File: src/design/fsh_pkg.sv
// shared constants and types for feedback scaling and home search
package fsh_pkg;
  localparam int ADDR_W = 8;
  localparam int DATA_W = 32;
  // word indices; byte address is four times the index
  localparam logic [5:0] IDX_DFB_SETUP  = 6'h00;
  localparam logic [5:0] IDX_HOME_SETUP = 6'h01;
  localparam logic [5:0] IDX_PULSES     = 6'h02;
  localparam logic [5:0] IDX_PERIOD     = 6'h03;
  localparam logic [5:0] IDX_MOTOR_GEAR = 6'h04;
  localparam logic [5:0] IDX_SCREW_GEAR = 6'h05;
  localparam logic [5:0] IDX_PITCH      = 6'h06;
  localparam logic [5:0] IDX_FB_GEAR    = 6'h07;
  localparam logic [5:0] IDX_LOAD_GEAR  = 6'h08;
  localparam logic [5:0] IDX_TRAVEL     = 6'h09;
  localparam logic [5:0] IDX_MARK_SP    = 6'h0A;
  localparam logic [5:0] IDX_CLOSE_SP   = 6'h0B;
  localparam logic [5:0] IDX_SLOW       = 6'h0C;
  localparam logic [5:0] IDX_SHIFT      = 6'h0D;
  localparam logic [5:0] IDX_FAST       = 6'h0E;
  localparam logic [5:0] IDX_ACCEL      = 6'h0F;
  localparam logic [5:0] IDX_HV_MOTOR   = 6'h10;
  localparam logic [5:0] IDX_HV_DIRECT  = 6'h11;
  localparam logic [5:0] IDX_MO_MOTOR   = 6'h12;
  localparam logic [5:0] IDX_MO_DIRECT  = 6'h13;
  localparam logic [5:0] IDX_CTRL       = 6'h14;
  localparam logic [5:0] IDX_STATUS     = 6'h15;
  localparam logic [5:0] IDX_MOTOR_POS  = 6'h16;
  localparam logic [5:0] IDX_DIRECT_POS = 6'h17;
  localparam logic [5:0] IDX_MARK_GAP   = 6'h18;
  localparam logic [5:0] IDX_RESOLUTION = 6'h19;
  localparam logic [5:0] IDX_SPEED      = 6'h1A;
  // direct feedback setup fields
  localparam int DFB_LINEAR = 0;
  localparam int DFB_CODED  = 1;
  localparam int DFB_INVERT = 3;
  localparam int DFB_STRUCT = 5;
  // home search setup fields
  localparam int HS_CCW    = 0;
  localparam int HS_NC     = 1;
  localparam int HS_DIRECT = 3;
  localparam int HS_NOSW   = 5;
  // control fields
  localparam int CTRL_START = 0;
  localparam int CTRL_ABORT = 1;
  // gear limit and reset values
  localparam logic [15:0] GEAR_MAX    = 16'h7FFF;
  localparam logic [15:0] GEAR_RST    = 16'h0001;
  localparam logic [31:0] PITCH_RST   = 32'h0000_0000;
  localparam logic [31:0] SETUP_RST   = 32'h0000_0000;

  typedef enum logic [4:0] {
    HS_IDLE  = 5'b00001,
    HS_FAST  = 5'b00010,
    HS_SHIFT = 5'b00100,
    HS_SLOW  = 5'b01000,
    HS_DONE  = 5'b10000
  } fsh_state_t;

  typedef struct packed {
    logic a;
    logic b;
    logic mark;
  } fsh_enc_t;

  typedef struct packed {
    logic [ADDR_W-1:0] addr;
    logic [DATA_W-1:0] wdata;
    logic              wr;
    logic              rd;
  } fsh_bus_t;

  typedef struct packed {
    logic [15:0] dfbSetup;
    logic [15:0] homeSetup;
    logic [31:0] pulses;
    logic [31:0] period;
    logic [15:0] motorGear;
    logic [15:0] screwGear;
    logic [31:0] pitch;
    logic [15:0] fbGear;
    logic [15:0] loadGear;
    logic [31:0] travel;
    logic [31:0] markSp;
    logic [31:0] closeSp;
    logic [31:0] slowSpd;
    logic [31:0] shiftCnt;
    logic [31:0] fastSpd;
    logic [31:0] accel;
    logic [31:0] hvMotor;
    logic [31:0] hvDirect;
    logic [31:0] moMotor;
    logic [31:0] moDirect;
  } fsh_cfg_t;
endpackage : fsh_pkg

File: src/design/fsh_home_search.sv
// direct feedback decode, scaling settings and drive-led home search
//
// Contract
// - type bit picks pulses-per-turn or signal period
// - coded bit enables distance-coded mark handling
// - direction bit inverts direct feedback count
// - structure bit flips coded mark count sense
// - motor/screw gear settings clamp to 32767
// - feedback/load gear settings clamp to 32767
// - travel-per-rev nonzero flags differing turn travel; the code raises the flag only with the type bit on rotary
// - coded marks judged by two spacing settings
// - feedback-select bit picks homed feedback, offsets
// - polarity bit picks normally open or closed
// - direction bit gives clockwise or counterclockwise
// - switch-use bit 1 skips the home switch
// - fast then slow speed, ramped by acceleration
// - software shift past switch before mark search
// - per-feedback offsets; no move after homing
//
// The address-and-strobe port and the register offsets were left to the implementer.
`timescale 1ns/1ps
module fsh_home_search (
  input  wire logic                        clk_sys,
  input  wire logic                        resetn,
  input  wire fsh_pkg::fsh_bus_t           bus,
  output logic        [fsh_pkg::DATA_W-1:0] rdata,
  input  wire fsh_pkg::fsh_enc_t           motorEnc,
  input  wire fsh_pkg::fsh_enc_t           directEnc,
  input  wire logic                        homeSwitch,
  output logic signed [31:0]               speedCmd,
  output logic                             homeBusy,
  output logic                             homeDone
);
  import fsh_pkg::*;

  typedef struct packed {
    fsh_cfg_t          cfg;
    fsh_state_t        state;
    logic [1:0]        motorAb;
    logic [1:0]        directAb;
    logic              motorMark;
    logic              directMark;
    logic signed [31:0] motorPos;
    logic signed [31:0] directPos;
    logic signed [31:0] speed;
    logic signed [31:0] shiftLeft;
    logic signed [31:0] firstMark;
    logic              haveFirst;
    logic signed [31:0] markGap;
    logic              done;
    logic [DATA_W-1:0] rdata;
  } fsh_st_t;

  fsh_st_t st_q;
  fsh_st_t st_d;

  function automatic logic [15:0] satGear(input logic [31:0] w);
    satGear = (w > {16'h0000, GEAR_MAX}) ? GEAR_MAX : w[15:0];
  endfunction : satGear

  function automatic logic signed [31:0] quadStep(input logic [1:0] p,
                                                  input logic [1:0] c);
    logic [3:0] t;
    t = {p, c};
    case (t)
      4'h1, 4'h7, 4'hE, 4'h8: quadStep = 32'sd1;
      4'h2, 4'hB, 4'hD, 4'h4: quadStep = -32'sd1;
      default:                quadStep = 32'sd0;
    endcase
  endfunction : quadStep

  function automatic logic signed [31:0] absVal(input logic signed [31:0] v);
    absVal = (v < 0) ? -v : v;
  endfunction : absVal

  function automatic logic riseEdge(input logic now,
                                    input logic was);
    riseEdge = now & ~was;
  endfunction : riseEdge

  function automatic logic [31:0] zext16(input logic [15:0] v);
    zext16 = {16'h0000, v};
  endfunction : zext16

  logic signed [31:0] mStep;
  logic signed [31:0] dStep;
  logic               mMarkEdge;
  logic               dMarkEdge;
  logic               switchActive;
  logic               useDirect;
  logic               markSeen;
  logic signed [31:0] homePos;
  logic signed [31:0] target;
  logic signed [31:0] accelS;
  logic signed [31:0] gap;
  logic signed [31:0] codedGap;
  logic               coded;
  logic [5:0]         widx;
  logic               travelDiffers;

  always_comb
  begin
    st_d = st_q;
    widx = bus.addr[7:2];
    // quadrature steps
    mStep = quadStep(st_q.motorAb, {motorEnc.a, motorEnc.b});
    dStep = quadStep(st_q.directAb, {directEnc.a, directEnc.b});
    if (st_q.cfg.dfbSetup[DFB_INVERT])
    begin
      dStep = -dStep;
    end
    // reference mark edges
    mMarkEdge = riseEdge(motorEnc.mark, st_q.motorMark);
    dMarkEdge = riseEdge(directEnc.mark, st_q.directMark);
    travelDiffers = ~st_q.cfg.dfbSetup[DFB_LINEAR]
                    & (st_q.cfg.travel != 32'h0000_0000);
    switchActive = st_q.cfg.homeSetup[HS_NC] ? ~homeSwitch : homeSwitch;
    useDirect = st_q.cfg.homeSetup[HS_DIRECT];
    markSeen = useDirect ? dMarkEdge : mMarkEdge;
    coded = useDirect & st_q.cfg.dfbSetup[DFB_CODED];
    homePos = useDirect ? st_q.cfg.hvDirect + st_q.cfg.moDirect
                        : st_q.cfg.hvMotor + st_q.cfg.moMotor;
    gap = st_q.directPos - st_q.firstMark;
    codedGap = st_q.cfg.dfbSetup[DFB_STRUCT] ? -gap : gap;
    accelS = st_q.cfg.accel;
    target = 32'sd0;

    st_d.motorAb = {motorEnc.a, motorEnc.b};
    st_d.directAb = {directEnc.a, directEnc.b};
    st_d.motorMark = motorEnc.mark;
    st_d.directMark = directEnc.mark;
    st_d.motorPos = st_q.motorPos + mStep;
    st_d.directPos = st_q.directPos + dStep;

    // home search sequence
    case (st_q.state)
      HS_IDLE:
      begin
        target = 32'sd0;
      end
      HS_FAST:
      begin
        target = st_q.cfg.fastSpd;
        if (st_q.cfg.homeSetup[HS_NOSW])
        begin
          st_d.state = HS_SLOW;
        end
        else if (switchActive)
        begin
          st_d.state = HS_SHIFT;
          st_d.shiftLeft = st_q.cfg.shiftCnt;
        end
      end
      HS_SHIFT:
      begin
        target = st_q.cfg.slowSpd;
        if (st_q.shiftLeft <= 0)
        begin
          st_d.state = HS_SLOW;
        end
        else
        begin
          st_d.shiftLeft = st_q.shiftLeft - absVal(useDirect ? dStep : mStep);
        end
      end
      HS_SLOW:
      begin
        target = st_q.cfg.slowSpd;
        if (markSeen && coded && !st_q.haveFirst)
        begin
          st_d.haveFirst = 1'b1;
          st_d.firstMark = st_q.directPos;
        end
        else if (markSeen && coded)
        begin
          // coded pair: second mark judged by spacing
          st_d.markGap = codedGap;
          if (absVal(gap) > $signed(st_q.cfg.markSp))
          begin
            st_d.firstMark = st_q.directPos;
          end
          else
          begin
            st_d.directPos = homePos + (codedGap - $signed(st_q.cfg.closeSp));
            st_d.state = HS_DONE;
          end
        end
        else if (markSeen)
        begin
          if (useDirect)
          begin
            st_d.directPos = homePos;
          end
          else
          begin
            st_d.motorPos = homePos;
          end
          st_d.state = HS_DONE;
        end
      end
      HS_DONE:
      begin
        target = 32'sd0;
        st_d.done = 1'b1;
        st_d.state = HS_IDLE;
      end
      default:
      begin
        st_d.state = HS_IDLE;
      end
    endcase

    if (st_q.cfg.homeSetup[HS_CCW])
    begin
      target = -target;
    end
    // ramp toward the target speed
    if (st_q.speed < target - accelS)
    begin
      st_d.speed = st_q.speed + accelS;
    end
    else if (st_q.speed > target + accelS)
    begin
      st_d.speed = st_q.speed - accelS;
    end
    else
    begin
      st_d.speed = target;
    end

    // register writes
    if (bus.wr)
    begin
      case (widx)
        IDX_DFB_SETUP:  st_d.cfg.dfbSetup = bus.wdata[15:0];
        IDX_HOME_SETUP: st_d.cfg.homeSetup = bus.wdata[15:0];
        IDX_PULSES:     st_d.cfg.pulses = bus.wdata;
        IDX_PERIOD:     st_d.cfg.period = bus.wdata;
        IDX_MOTOR_GEAR: st_d.cfg.motorGear = satGear(bus.wdata);
        IDX_SCREW_GEAR: st_d.cfg.screwGear = satGear(bus.wdata);
        IDX_PITCH:      st_d.cfg.pitch = bus.wdata;
        IDX_FB_GEAR:    st_d.cfg.fbGear = satGear(bus.wdata);
        IDX_LOAD_GEAR:  st_d.cfg.loadGear = satGear(bus.wdata);
        IDX_TRAVEL:     st_d.cfg.travel = bus.wdata;
        IDX_MARK_SP:    st_d.cfg.markSp = bus.wdata;
        IDX_CLOSE_SP:   st_d.cfg.closeSp = bus.wdata;
        IDX_SLOW:       st_d.cfg.slowSpd = bus.wdata;
        IDX_SHIFT:      st_d.cfg.shiftCnt = bus.wdata;
        IDX_FAST:       st_d.cfg.fastSpd = bus.wdata;
        IDX_ACCEL:      st_d.cfg.accel = bus.wdata;
        IDX_HV_MOTOR:   st_d.cfg.hvMotor = bus.wdata;
        IDX_HV_DIRECT:  st_d.cfg.hvDirect = bus.wdata;
        IDX_MO_MOTOR:   st_d.cfg.moMotor = bus.wdata;
        IDX_MO_DIRECT:  st_d.cfg.moDirect = bus.wdata;
        IDX_CTRL:
        begin
          if (bus.wdata[CTRL_ABORT])
          begin
            st_d.state = HS_IDLE;
          end
          else if (bus.wdata[CTRL_START])
          begin
            st_d.state = HS_FAST;
            st_d.done = 1'b0;
            st_d.haveFirst = 1'b0;
          end
        end
        default:
        begin
        end
      endcase
    end

    // register reads, data stand one cycle later
    st_d.rdata = '0;
    if (bus.rd)
    begin
      case (widx)
        IDX_DFB_SETUP:  st_d.rdata = zext16(st_q.cfg.dfbSetup);
        IDX_HOME_SETUP: st_d.rdata = zext16(st_q.cfg.homeSetup);
        IDX_PULSES:     st_d.rdata = st_q.cfg.pulses;
        IDX_PERIOD:     st_d.rdata = st_q.cfg.period;
        IDX_MOTOR_GEAR: st_d.rdata = zext16(st_q.cfg.motorGear);
        IDX_SCREW_GEAR: st_d.rdata = zext16(st_q.cfg.screwGear);
        IDX_PITCH:      st_d.rdata = st_q.cfg.pitch;
        IDX_FB_GEAR:    st_d.rdata = zext16(st_q.cfg.fbGear);
        IDX_LOAD_GEAR:  st_d.rdata = zext16(st_q.cfg.loadGear);
        IDX_TRAVEL:     st_d.rdata = st_q.cfg.travel;
        IDX_MARK_SP:    st_d.rdata = st_q.cfg.markSp;
        IDX_CLOSE_SP:   st_d.rdata = st_q.cfg.closeSp;
        IDX_SLOW:       st_d.rdata = st_q.cfg.slowSpd;
        IDX_SHIFT:      st_d.rdata = st_q.cfg.shiftCnt;
        IDX_FAST:       st_d.rdata = st_q.cfg.fastSpd;
        IDX_ACCEL:      st_d.rdata = st_q.cfg.accel;
        IDX_HV_MOTOR:   st_d.rdata = st_q.cfg.hvMotor;
        IDX_HV_DIRECT:  st_d.rdata = st_q.cfg.hvDirect;
        IDX_MO_MOTOR:   st_d.rdata = st_q.cfg.moMotor;
        IDX_MO_DIRECT:  st_d.rdata = st_q.cfg.moDirect;
        IDX_STATUS:
        begin
          // status word
          st_d.rdata = {22'h000000, travelDiffers,
                        switchActive, st_q.done,
                        st_q.haveFirst, st_q.state, 1'b0};
        end
        IDX_MOTOR_POS:  st_d.rdata = st_q.motorPos;
        IDX_DIRECT_POS: st_d.rdata = st_q.directPos;
        IDX_MARK_GAP:   st_d.rdata = st_q.markGap;
        IDX_RESOLUTION:
        begin
          st_d.rdata = st_q.cfg.dfbSetup[DFB_LINEAR] ? st_q.cfg.period
                                                     : st_q.cfg.pulses;
        end
        IDX_SPEED:      st_d.rdata = st_q.speed;
        default:        st_d.rdata = '0;
      endcase
    end
  end

  always_ff @(posedge clk_sys or negedge resetn)
  begin
    if (!resetn)
    begin
      st_q <= '0;
      st_q.state <= HS_IDLE;
      st_q.cfg.dfbSetup <= SETUP_RST[15:0];
      st_q.cfg.homeSetup <= SETUP_RST[15:0];
      st_q.cfg.motorGear <= GEAR_RST;
      st_q.cfg.screwGear <= GEAR_RST;
      st_q.cfg.fbGear <= GEAR_RST;
      st_q.cfg.loadGear <= GEAR_RST;
      st_q.cfg.pitch <= PITCH_RST;
    end
    else
    begin
      st_q <= st_d;
    end
  end

  assign rdata = st_q.rdata;
  assign speedCmd = st_q.speed;
  assign homeBusy = (st_q.state != HS_IDLE);
  assign homeDone = st_q.done;
endmodule : fsh_home_search

File: config.mk
export PLATFORM = sky130hd
export DESIGN_NAME = fsh_home_search
export DESIGN_NICKNAME = d
export VERILOG_FILES = /design/src/design/fsh_pkg.sv /design/src/design/fsh_home_search.sv
export SDC_FILE = /design/constraint.sdc
export NUM_CORES = 2
export LEC_CHECK = 0
export BUFFER_PORTS_ARGS = -buffer_cell sky130_fd_sc_hd__buf_2
export CORE_UTILIZATION = 55
export DETAILED_ROUTE_END_ITERATION = 8
export GPL_TIMING_DRIVEN = 0
export PLACE_DENSITY = 0.71
export SLEW_MARGIN = 30
export SYNTH_ARGS = -nofsm -noshare
export SYNTH_HDL_FRONTEND = slang
export SYNTH_SLANG_ARGS = --single-unit
export TNS_END_PERCENT = 10
File: constraint.sdc
create_clock -name clk_sys -period 13.9 [get_ports clk_sys]
set_input_delay 0.695 -clock clk_sys [delete_from_list [all_inputs] [get_ports clk_sys]]
set_output_delay 0.695 -clock clk_sys [all_outputs]
set_load 0.005 [all_outputs]
# Word level (Yosys, flattened, before mapping)
# Memories as Yosys holds them, arrays and structs flattened.
# Index checks and enable logic that the tools add are counted.
# Widths: inputs -> output; s select.
# word_totals
reg_bits,781
n_memories,2
output_inout_bits,66
input_bits,51
word_cells,191
romBits,1024
# mem_list
name,depth,width,read_ports,rd_clocked_by_memory_dff,wr,line,text
(name not given),16,32,1,0,0,fsh_home_search.sv:65,case (t)
(name not given),16,32,1,0,0,fsh_home_search.sv:65,
# classes
n_eq_ne,35
n_addsub,16
mux,56
n_bitwise,9
order_cmp,7
n_reduce_logical,32
# ops
op,count
$pmux 32 s26,1
$mux 32,24
$add 32x32->32,7
$mux 64,3
$sub 32x32->32,5
$neg 32->32,4
$pmux 32 s2,2
$eq 6x5->1 const B,11
$gt 32x32->1,2
$lt 32x1->1 const B,2
$mux 5,11
$eq 6x4->1 const B,8
$reduce_and 2->1,20
$mux 33,1
$gt 32x15->1 const B,1
$le 32x1->1 const B,1
$lt 32x32->1,1
$reduce_bool 32->1,1
$eq 6x3->1 const B,4
$pmux 5 s4,1
$mux 16,1
$eq 6x2->1 const B,2
$mux 1,12
$eq 6x1->1 const B,1
other kinds (16),29

# Longest topological paths before layout
# logic_depth
ltp_word,12
ltp_mapped,40
ltp_nobuf,35

# Least setup slack after synthesis
# Ideal clock, no wire load.
# synth_timing
path_type,flip-flop to flip-flop
from,register st_q[234] (netlist name)
to,"register st_q, in the netlist speedCmd[2]"
setup_ps,66
stages_incl_launch_ff,38
required_time_ps,13834
period_less_slack_ps,8257
setup_slack_ps,5643
path_buffers,5
t_arrival_ps,8191
cell_sequence,dfrtp_1 buf_2 xor2_1 and2_1 clkbuf_1 clkbuf_1 clkbuf_1 a22oi_1 ha_1 o221ai_1 or4_1 or2_1 nand3b_1 or2_1 o21ai_0 xor2_1 ha_1 or4_1 (+2 left out) a21oi_1 o41ai_1 o41ai_1 a21oi_1 o41ai_1 a311oi_1 ha_1 and4_1 and3_1 a221o_1 a21oi_1 o221ai_1 xor2_1 a31oi_1 clkbuf_1 nand2_1 o221ai_1 a22o_1
# synth_lines
element,line,text
from (decl),fsh_home_search.sv:54,fsh_st_t st_q;
from (signal assigned),fsh_home_search.sv:336,st_q <= st_d;

==> impl_metrics.csv <==
group,metric,value,unit
timing,hold_viol,0,
cts,htreeDepth,3,
route,drtPass1Iterations,7,
route,vias_per_cell,6.84,
synth,synth.yosys.warnings,0,
layout,multi_input_area,35000,µm²
layout,final_util,61.2,%
timing,worst_pin_slew,1180,ps
power_and_ir_drop,power.leakage,29.9,nW
global_routing,grt_pass1_wl,357000,µm
die,core,103000,µm²
timing,worst_clock_skew,27.3,ps
die,rows,118,
cts,path_clk_slew,60,ps
place,gp_congestion,1.09,
timing,setup_viol_count_final,0,
worst_setup_path,critical_path_class,"register to register",
synth,yosysSeqAreaShare,34.1,%
global_routing,grt_max_degree,122,
layout,final_common_cell,"dfrtp_1",
cts,cts_root_buf,"clkbuf_16",
synth,netlist_area,57400,µm²
power_and_ir_drop,internal_power,0.00664,W
power_and_ir_drop,p_sw,0.00554,W
global_routing,grt_usage,47.0,%
synth,synthDistinctLibCells,97,
layout,fin_cells,7860,
route,wl_per_cell,32.4,µm
cts,cts.path.max_buffers,3,
layout,drive_gt1_share,14.8,%
worst_setup_path,cp_max_fo,10,
route,remaining_drc_errors,0,
power_and_ir_drop,p_comb_share,50.1,%
timing,maxSlewHeadroom,21.6,%
die,die_h,325,µm
layout,synthToLayoutAreaGrowth,10.4,%
synth,async_flop_share,100,%
run_status,status,"finished, final reports clean",
place,numPortBuffers,113,
worst_setup_path,cpPeakStageDelay,730,ps
power_and_ir_drop,vdd_drop_max,0.000163,V
synth,synth_edf_count,0,
synth,synthFlopType,"dfrtp_1",
die,ios,117,
synth,synthesis.nets,6735,
power_and_ir_drop,switching_share,45.5,%
global_routing,grt_pass1_vias,50938,
route,vias,53762,
job,maxCapViolCount,0,
global_routing,antenna_found_initial,13,
cts,worst_skew_pair.late_latency,700,ps
timing,fin_crit_sh,91.9,%
power_and_ir_drop,power_frac_seq,28.2,%
cts,cts_tree,"done",
layout,seq_area,19600,µm²
min_path,holdCritPathClass,"primary input to register",
worst_setup_path,cpMostUsedCell,"clkbuf_1",
route,drt_iter0_markers,7016,
synth,synth.avg_cell_area,9.30,µm²
synth,syn-instance-count,6170,
timing,period_needed,12780,ps
die,die-area,106000,µm²
worst_setup_path,crit_arrival,13400,ps
place,hpwl,202000,µm
synth,synth-seq-cells,781,
worst_setup_path,startpoint_type,"register",
cts,cts.sinks,781,
power_and_ir_drop,p_clk_share,21.7,%
timing,rsz0062_at_grt,"no",
die,start_util,55.4,%
global_routing,overflow,0,
timing,fmaxAchievable,0.0783,GHz
power_and_ir_drop,cellPowerDensity,192,nW/µm²
worst_setup_path,critPathCaptureType,"register",
worst_setup_path,required,14520,ps
place,dp.cells,7679,
timing,final-max-slew-violation-count,0,
route,drtAntennaViolNets,0,
worst_setup_path,cp_slowest_cell,"a31oi_1",
layout,nets,6958,
layout,final_cell_mix,"dfrtp_1, mux2_2, ha_1",
timing,setup-tns-final,0,ps
layout,nFillCells,9030,
die,die_width,325,µm
route,wirelength,255000,µm
cts,cts-buffers-inserted,90,
cts,cts_setup_buffers,0,
## path summary, 6_finish.rpt
check | from | to | slack, ps | cells after the start
hold reg to reg | st_q[601] | st_q[601] | 480 | 2
min in group asynchronous | resetn | st_q[92] | 500 | 2
hold / removal | directEnc[0] | st_q[226] | 150 | 1
max in group asynchronous | resetn | st_q[694] | 10970 | 6
setup reg to reg | st_q[236] | speedCmd[2] | 1120 | 36
setup / recovery | st_q[236] | speedCmd[2] | 1120 | 36
## state kept, by name (all words and copies together) (netlist names)
| register | cells |
|---|---|
| speedCmd | 32 |
| accelS | 32 |
| st_q | 684 |
| rdata | 32 |
| homeDone | 1 |
## routing by layer
| metal | vias to the layer above | routed length (µm) | global-route usage, % |
|---|---|---|---|
| li1 | 22989 | - | - |
| met1 | 26282 | 95300 | 59.0 |
| met2 | 3630 | 107000 | 69.8 |
| met3 | 851 | 32200 | 14.6 |
| met4 | 10 | 20000 | 31.2 |
| met5 | - | 66 | 0 |
## critical path, delay by kind of cell (launching register included)
kind / cells / cell delay, ps
flip-flops: 1 / 570
AND/OR/NAND/NOR: 11 / 3460
buffers and inverters: 5 / 2720
adder cells (fa/ha/maj): 3 / 1050
AO/OA/AOI/OAI: 15 / 4340
XOR/XNOR: 2 / 530
## cells in the mapped netlist, drive strengths merged, types with 116 or more instances
master / instances / area share (%)
buf: 122 / 1.2
a21o: 165 / 2.2
xor2: 121 / 1.8
nand2: 456 / 3.0
dfrtp: 776 / 34
nand3: 116 / 1.0
nor2: 395 / 2.6
mux2: 487 / 9.6
o21ai: 376 / 3.3
inv: 316 / 2.1
xnor2: 222 / 3.4
a22oi: 221 / 2.9
ha: 473 / 10
a21oi: 390 / 3.4
clkbuf: 268 / 1.8
## power groups by stage
stage	Clock [W]	Sequential, W	Combinational, W
after floorplan	0	0.00297	0.00438
after global placement	0	0.00339	0.00583
after detailed placement	0	0.00340	0.00593
after CTS	0.00262	0.00336	0.00598
after global routing	0.00271	0.00343	0.00666
final	0.00264	0.00344	0.00610
## area by class of cell
type                       instances  area share (%)
sequential                       781            30.9
multi-input combinational       4682            55.3
clock buffer                     116            3.92
timing repair buffer             131            1.37
buffer                           390            2.78
antenna                           12          0.0474
tap                             1380            2.72
inverter                         317            1.88
clock inverter                    51            1.11
## cells by family (layout without fill, tap and decap cells)
kind of cell	count (synthesis)	in the layout	synth area share, %
other cells	0	12	0
flops	781	781	34.1
buf+inv	707	1005	5.07
mux	549	549	10.7
compound gates	1810	1810	21.2
fa+ha+maj	514	514	11.7
xor+xnor	343	343	5.24
simple gates	1466	1466	12.0
## stage by stage
stage                     setup WS (ps)  hold WS, ps  area, µm²  power (W)
final                              1120          147      63400     0.0122
after global routing                802          155      63300     0.0128
after CTS                          1480          129      63300     0.0120
after detailed placement           1570          471      60100    0.00933
after global placement            -5420          462      59700    0.00922
after floorplan                    5640          399      57400    0.00735
## repair_timing
item	4_1_cts	5_1_grt
resized for setup	0	0
hold buffers	1	0
hold endpoints to repair	78	0
Power figures use the tool's default switching activity.
